**config.mk**
```make
export PLATFORM = sky130hd
export DESIGN_NAME = ssc_ctrl
export DESIGN_NICKNAME = d
export VERILOG_FILES = /design/src/logic/ssc_pkg.sv /design/src/logic/ssc_sync2.sv /design/src/logic/ssc_ctrl.sv
export SDC_FILE = /design/constraint.sdc
export NUM_CORES = 1
export LEC_CHECK = 0
export BUFFER_PORTS_ARGS = -buffer_cell sky130_fd_sc_hd__buf_2
export CORE_UTILIZATION = 46
export DETAILED_ROUTE_END_ITERATION = 10
export GPL_ROUTABILITY_DRIVEN = 0
export PLACE_DENSITY = 0.94
export SLEW_MARGIN = 0
export SYNTH_ARGS = -nofsm -noshare
export SYNTH_HDL_FRONTEND = slang
export SYNTH_HIERARCHICAL = 1
export SYNTH_SLANG_ARGS = --single-unit
```
**constraint.sdc**
```tcl
create_clock -name clock -period 2.51 [get_ports clock]
set_clock_uncertainty 0.15 [all_clocks]
set_input_delay 0.1255 -clock clock [delete_from_list [all_inputs] [get_ports clock]]
set_output_delay 0.1255 -clock clock [all_outputs]
set_load 0.05 [all_outputs]
```
**src/logic/ssc_pkg.sv**
```systemverilog
// constants shared by the synchronous sram control block
`default_nettype none
package ssc_pkg;
  localparam int ADDR_W = 19;
  localparam int LANE_W = 9;
  localparam int LANES = 4;
  localparam int DATA_W = LANE_W * LANES;
  localparam int BEAT_W = 2;
  localparam logic [BEAT_W-1:0] BEAT_RST = 2'h0;
  localparam logic [BEAT_W-1:0] BEAT_STEP = 2'h1;
  localparam logic [ADDR_W-1:0] ADDR_RST = 19'h00000;
  localparam logic [LANES-1:0] BW_N_RST = 4'hF;
  localparam logic [LANES-1:0] BW_N_NONE = 4'hF;
  localparam logic [LANES-1:0] BW_N_ALL = 4'h0;
  localparam logic [DATA_W-1:0] DATA_RST = 36'h000000000;
  typedef enum logic {SSC_READ, SSC_WRITE} ssc_kind_t;
endpackage
`default_nettype wire

```
**src/logic/ssc_sync2.sv**
```systemverilog
// two-flop synchroniser for pins that change without regard to the clock
`default_nettype none
module ssc_sync2 (
  // clock and reset
  input wire logic clock,
  input wire logic rst,
  // pin in, synchronised level out
  input wire logic d,
  output logic q
);
  logic meta_r;
  logic meta_nxt;
  logic q_r;
  logic q_nxt;

  always_comb begin
    meta_nxt = d;
    q_nxt = meta_r;
  end

  always_ff @(posedge clock) begin
    if (rst) begin
      meta_r <= 1'b0;
      q_r <= 1'b0;
    end else begin
      meta_r <= meta_nxt;
      q_r <= q_nxt;
    end
  end

  assign q = q_r;
endmodule
`default_nettype wire

```
**src/logic/ssc_ctrl.sv**
```systemverilog
// control logic of a flow-through zero-latency synchronous sram
`default_nettype none
module ssc_ctrl (
  // clock and reset
  input wire logic clock,
  input wire logic rst,
  // asynchronous pins
  input wire logic sleep_request,
  input wire logic burst_mode,
  input wire logic output_enable_n,
  // synchronous control
  input wire logic clock_gate_n,
  input wire logic advance_load,
  input wire logic read_write,
  input wire logic chip_enable_n,
  input wire logic depth_expand_select,
  input wire logic depth_expand_n,
  input wire logic [ssc_pkg::ADDR_W-1:0] address,
  input wire logic byte_write_n_lane_a,
  input wire logic byte_write_n_lane_b,
  input wire logic byte_write_n_lane_c,
  input wire logic byte_write_n_lane_d,
  // data lanes, three signals per pin
  input wire logic [ssc_pkg::LANE_W-1:0] data_lane_a_in,
  input wire logic [ssc_pkg::LANE_W-1:0] data_lane_b_in,
  input wire logic [ssc_pkg::LANE_W-1:0] data_lane_c_in,
  input wire logic [ssc_pkg::LANE_W-1:0] data_lane_d_in,
  output logic [ssc_pkg::LANE_W-1:0] data_lane_a_out,
  output logic [ssc_pkg::LANE_W-1:0] data_lane_b_out,
  output logic [ssc_pkg::LANE_W-1:0] data_lane_c_out,
  output logic [ssc_pkg::LANE_W-1:0] data_lane_d_out,
  output logic data_lane_oe_n,
  // storage array port
  output logic [ssc_pkg::ADDR_W-1:0] mem_addr,
  input wire logic [ssc_pkg::DATA_W-1:0] mem_rdata,
  output logic mem_we,
  output logic [ssc_pkg::ADDR_W-1:0] mem_waddr,
  output logic [ssc_pkg::LANES-1:0] mem_wbe,
  output logic [ssc_pkg::DATA_W-1:0] mem_wdata,
  output logic standby
);
  import ssc_pkg::*;

  logic sleep_s;
  logic mode_s;
  logic oe_n_s;
  logic en;
  logic selected;
  logic [LANES-1:0] bw_n_in;
  logic [BEAT_W-1:0] cur_low;

  logic active_r, active_nxt;
  ssc_kind_t kind_r, kind_nxt;
  logic [ADDR_W-1:0] base_r, base_nxt;
  logic [BEAT_W-1:0] beat_r, beat_nxt;
  logic [LANES-1:0] bw_n_r, bw_n_nxt;
  logic we_r, we_nxt;
  logic [ADDR_W-1:0] waddr_r, waddr_nxt;
  logic [LANES-1:0] wbe_r, wbe_nxt;
  logic [DATA_W-1:0] wdata_r, wdata_nxt;

  // the floating-high default of burst_mode is a pad pull-up; logic sees a level
  ssc_sync2 u_sleep (.clock(clock), .rst(rst), .d(sleep_request), .q(sleep_s));
  ssc_sync2 u_mode (.clock(clock), .rst(rst), .d(burst_mode), .q(mode_s));
  ssc_sync2 u_oe (.clock(clock), .rst(rst), .d(output_enable_n), .q(oe_n_s));

  // low address bits of beat n in either order
  function automatic logic [BEAT_W-1:0] burst_low(input logic [BEAT_W-1:0] first,
                                                  input logic [BEAT_W-1:0] beat,
                                                  input logic interleaved);
    if (interleaved) begin
      burst_low = first ^ beat;
    end else begin
      burst_low = first + beat;
    end
  endfunction

  assign en = !clock_gate_n && !sleep_s;
  assign selected = !chip_enable_n && !depth_expand_n && depth_expand_select;
  assign bw_n_in = {byte_write_n_lane_d, byte_write_n_lane_c,
                    byte_write_n_lane_b, byte_write_n_lane_a};
  assign cur_low = burst_low(base_r[BEAT_W-1:0], beat_r, mode_s);

  always_comb begin
    active_nxt = active_r;
    kind_nxt = kind_r;
    base_nxt = base_r;
    beat_nxt = beat_r;
    bw_n_nxt = bw_n_r;
    we_nxt = 1'b0;
    waddr_nxt = waddr_r;
    wbe_nxt = wbe_r;
    wdata_nxt = wdata_r;
    if (en) begin
      // the cycle registered at the previous edge is now in its data cycle
      if (active_r && kind_r == SSC_WRITE) begin
        we_nxt = (bw_n_r != BW_N_NONE);
        waddr_nxt = mem_addr;
        wbe_nxt = ~bw_n_r;
        wdata_nxt = {data_lane_d_in, data_lane_c_in,
                     data_lane_b_in, data_lane_a_in};
      end
      if (!advance_load) begin
        // chip selects and read_write only matter here
        active_nxt = selected;
        kind_nxt = read_write ? SSC_READ : SSC_WRITE;
        base_nxt = address;
        beat_nxt = BEAT_RST;
        bw_n_nxt = bw_n_in;
      end else if (active_r) begin
        // continuation keeps kind, the counter moves and the byte writes are taken again
        beat_nxt = beat_r + BEAT_STEP;
        bw_n_nxt = bw_n_in;
      end
    end
  end

  always_ff @(posedge clock) begin
    if (rst) begin
      active_r <= 1'b0;
      kind_r <= SSC_READ;
      base_r <= ADDR_RST;
      beat_r <= BEAT_RST;
      bw_n_r <= BW_N_RST;
      we_r <= 1'b0;
      waddr_r <= ADDR_RST;
      wbe_r <= ~BW_N_RST;
      wdata_r <= DATA_RST;
    end else begin
      active_r <= active_nxt;
      kind_r <= kind_nxt;
      base_r <= base_nxt;
      beat_r <= beat_nxt;
      bw_n_r <= bw_n_nxt;
      we_r <= we_nxt;
      waddr_r <= waddr_nxt;
      wbe_r <= wbe_nxt;
      wdata_r <= wdata_nxt;
    end
  end

  assign mem_addr = {base_r[ADDR_W-1:BEAT_W], cur_low};
  assign mem_we = we_r;
  assign mem_waddr = waddr_r;
  assign mem_wbe = wbe_r;
  assign mem_wdata = wdata_r;
  // standby only stops accesses; the array itself keeps its words
  assign standby = sleep_s;
  // flow-through: read data goes straight from the array to the pins
  assign data_lane_a_out = mem_rdata[LANE_W-1:0];
  assign data_lane_b_out = mem_rdata[2*LANE_W-1:LANE_W];
  assign data_lane_c_out = mem_rdata[3*LANE_W-1:2*LANE_W];
  assign data_lane_d_out = mem_rdata[4*LANE_W-1:3*LANE_W];
  // a stalled read keeps driving, a write never drives
  assign data_lane_oe_n = sleep_s || oe_n_s || !active_r || kind_r == SSC_WRITE;
endmodule
`default_nettype wire

```
==> results by group <==
Yosys
  • Cells after Synth: about 450
  • Seq/Total Area, Yosys: 50.3%
  • Synth cell types: 30
  • Synthesized area per cell: between 8 and 9 sq um
  • Cell area after synthesis: ~0.0037 sq mm
  • #FFs+latches synth: 93
  • Yosys warns: 6
  • Syn_nets: approximately 560

STA
  • Fraction of the cycle the final worst path needs: between 90% and 100%
  • Final Hold Viols: 0
  • Total negative slack: 0 ns
  • Fin crit period: 2.29 ns
  • Worst hold slack: 0.0589 ns
  • Max frequency: between 400 and 500 MHz
  • Unrepaired setup endpoints after global routing: false
  • Max-slew violation count: 0
  • Finish-stage setup viols: 0
  • Actual slew at the worst max-slew pin: slightly below 0.8 ns
  • Slew headroom: ~48%

Critical path
  • Nature of the critical path startpoint: input port
  • CP Data Arrival Time: approximately 2.4 ns
  • R2R cell count: 4
  • Crit Path Class: in2reg
  • R2R Setup Slk: 0.26 ns
  • Critical Path Sink Type: register
  • Worst path cell trace: dlygate4sd3_1 > buf_2 > nor3_2 > nand3_1 > dlygate4sd3_1 > a21oi_1
  • Crit-path max FO: 12
  • CP max stage delay: around 0.64 ns
  • Beginning of the critical path: clock_gate_n
  • Critical Path RT: about 2.6 ns
  • Setup crit end: active_r$_SDFFE_PP0P_
  • Crit-path slowest cell: nor3_2
  • Total stage count of the critical path: 6
  • Most frequent CP cell: dlygate4sd3_1
  • Worst R2R End: active_r$_SDFFE_PP0P_
  • Bufs and invs on worst path: 3
  • Worst r2r src: u_sleep/q$_SDFF_PP0_
  • CP delay by family, top: buffers and inverters

Pwr
  • Pleak: ~2.2 nW
  • Total power: approximately 2.8 mW
  • VDD IR max: about 0.4 mV
  • Pwr dens: about 560 mW/mm^2

Clock tree
  • CTS buffer count: 9
  • TritonCTS Sinks: 93
  • Clock root cell: clkbuf_8
  • CTS max path bufs: 2
  • Post_cts resized: 0
  • Worst-path clk slew: ~0.09 ns
  • CTS H-tree lvls: 3
  • Later-pin clock latency in the skew report: 0.35 ns
  • CTS tree: yes

Die
  • Die width: around 90 um
  • Num rows: 32
  • Die Area: around 0.0084 sq mm
  • DIE HEIGHT: just over 90 um
  • Initial Utilization: 47.6%
  • Core box area: roughly 0.0078 sq mm
  • I/O pin total: 223

Cells and area
  • Fraction of layout cells with a size suffix above 1: between 20 and 30%
  • Final Util: a little under two thirds
  • Final std cells w/o fill: just over 700
  • # nets final: about 700
  • P&R area growth vs syn: 33.4%
  • Antenna Cells: 0

Place
  • PortBufs: 150
  • Cells after DPL: about 620
  • HPWL Detailed: slightly above 6000 um

Global routing
  • Overflow after GRT: 0
  • First-pass GRT wire length: about 16000 um
  • Largest net degree at the start of global routing: 61
  • Vias in the first global route: roughly 3.4k
  • Initial antenna violation count: 0
  • Overall routing resource usage: 24.7%

Drt
  • Vias post-DR: between 3k and 4k
  • Post-DR wirelength/cell: 14.6 um
  • DR pass1 iterations: 5
  • WL final: 10400 um
  • # DRC: 0
  • 1st-iter DRT viols: ~120
  • Via/cell ratio: 4.91
  • Antenna viol nets, final: 0

Outcome
  • Outcome: completed

Job
  • Maxcap violations: 0

Worst hold path
  • Hold crit path type: in2reg
synthesized netlist by cell type:
cell / number / area [sq um]
a211o_1: 4 / 35.0
a211oi_1: 2 / 15.0
a21bo_2: 1 / 10.0
a21boi_0: 1 / 7.51
a21o_1: 1 / 7.51
a21oi_1: 79 / 395
a41o_1: 1 / 10.0
and3_1: 4 / 25.0
and4bb_4: 1 / 16.3
buf_1: 1 / 3.75
buf_2: 10 / 50.1
buf_4: 54 / 405
buf_6: 5 / 56.3
clkbuf_1: 10 / 37.5
dfxtp_1: 93 / 1860
ha_1: 1 / 12.5
nand2_1: 151 / 567
nand2b_1: 4 / 25.0
nand3_1: 1 / 5.00
nand4_1: 1 / 6.26
nand4b_1: 1 / 8.76
nand4bb_1: 1 / 11.3
nor2_1: 6 / 22.5
nor2b_1: 8 / 50.1
nor3_1: 1 / 5.00
nor3b_1: 1 / 7.51
o31ai_1: 1 / 7.51
or3_1: 1 / 6.26
or4b_2: 1 / 10.0
xnor2_1: 2 / 17.5
metrics by stage:
| stage | cell area (sq um) | worst slack, ns |
|---|---|---|
| global route | 4930 | 0.0646 |
| global placement | 4080 | 0.712 |
| CTS | 4930 | 0.356 |
| finish | 4930 | 0.216 |
| floorplan | 3700 | 0.648 |
| detailed placement | 4080 | 0.659 |
timing repair:
| item | 4_1_cts | 5_1_grt |
|---|---|---|
| hold endpoints to repair | 66 | 0 |
| buffers inserted | 0 | 0 |
| hold buffers | 67 | 0 |
how the worst min path moves through the flow:
| stage | from | endpoint | slack [ns] | depth (start not counted) |
|---|---|---|---|---|
| detailed placement | mem_rdata[7] | data_lane_a_out[7] | 0.10 | 0 |
| CTS | rst | u_sleep/meta_r$_SDFF_PP0_ | 0.03 | 2 |
| global route | rst | u_sleep/meta_r$_SDFF_PP0_ | 0.06 | 2 |
| global placement | mem_rdata[7] | data_lane_a_out[7] | 0.10 | 0 |
| finish | rst | u_oe/q$_SDFF_PP0_ | 0.06 | 2 |
| floorplan | rst | u_mode/meta_r$_SDFF_PP0_ | 0.05 | 1 |
worst register-to-register path, delay by kind of cell (launching register included):
| kind | cells | cell delay (ns) |
|---|---|---|
| AND/OR/NAND/NOR | 2 | 0.88 |
| AO/OA/AOI/OAI | 1 | 0.15 |
| flip-flops | 1 | 0.39 |
| buffers and inverters | 1 | 0.61 |
metal layers:
layer  global-route usage (%)  share of wire [%]
met5                        0                  0
met4                     10.6                3.4
met3                     5.97                5.8
met2                     46.4                 53
met1                     26.0                 38
state kept, by name, summed over array words and instances, names as in the netlist, 2 cells and up:
name	count
beat_r	2
mem_waddr	19
mem_wbe	4
mem_wdata	36
bw_n_r	4
base_r	19
where the power goes:
group | switching, mW | leakage [nW] | internal (mW) | total [mW]
combinational | 0.157 | 1.31 | 0.144 | 0.301
clock | 0.573 | 0.0947 | 0.387 | 0.959
sequential | 0.0187 | 0.753 | 1.50 | 1.52
total | 0.748 | 2.16 | 2.03 | 2.78
area by class of cell:
| cell class | count | area (sq um) |
|---|---|---|
| clock buffer | 9 | 124 |
| multi-input combinational | 275 | 1310 |
| fill | 645 | 2830 |
| tap | 102 | 128 |
| timing repair buffer | 221 | 1450 |
| sequential | 93 | 1860 |
| clock inverter | 7 | 65.1 |
placed cells by master, fill, tap and decap left out:
cell / count
clkinv_4: 1
nand4bb_4: 1
dfxtp_1: 93
buf_2: 150
or4b_2: 1
o31ai_1: 1
a21oi_1: 79
nand4b_1: 1
a21boi_0: 1
nand2_1: 151
or3_1: 1
nor3b_1: 1
buf_4: 4
and3_1: 4
inv_6: 3
clkbuf_8: 9
a211o_1: 4
nand2b_1: 4
inv_8: 2
xnor2_1: 2
nand4_1: 1
clkinvlp_4: 1
a41o_1: 1
nor3_2: 1
and4bb_4: 1
a21o_1: 1
a211oi_1: 2
nor2b_1: 8
a21bo_2: 1
nand3_1: 1
dlygate4sd3_1: 67
ha_1: 1
nor2_1: 6
logic make-up (layout without fill, tap and decap cells):
logic type	Yosys count	in the layout	synth area share (%)
AND/OR/NAND/NOR	182	182	20.7
flip-flops	93	93	50.3
AO/OA/AOI/OAI	90	90	13.2
buffers and inverters	80	237	15.0
XOR/XNOR	2	2	0.474
adder cells (fa/ha/maj)	1	1	0.338
No activity file was read; power rests on OpenSTA's default activity.
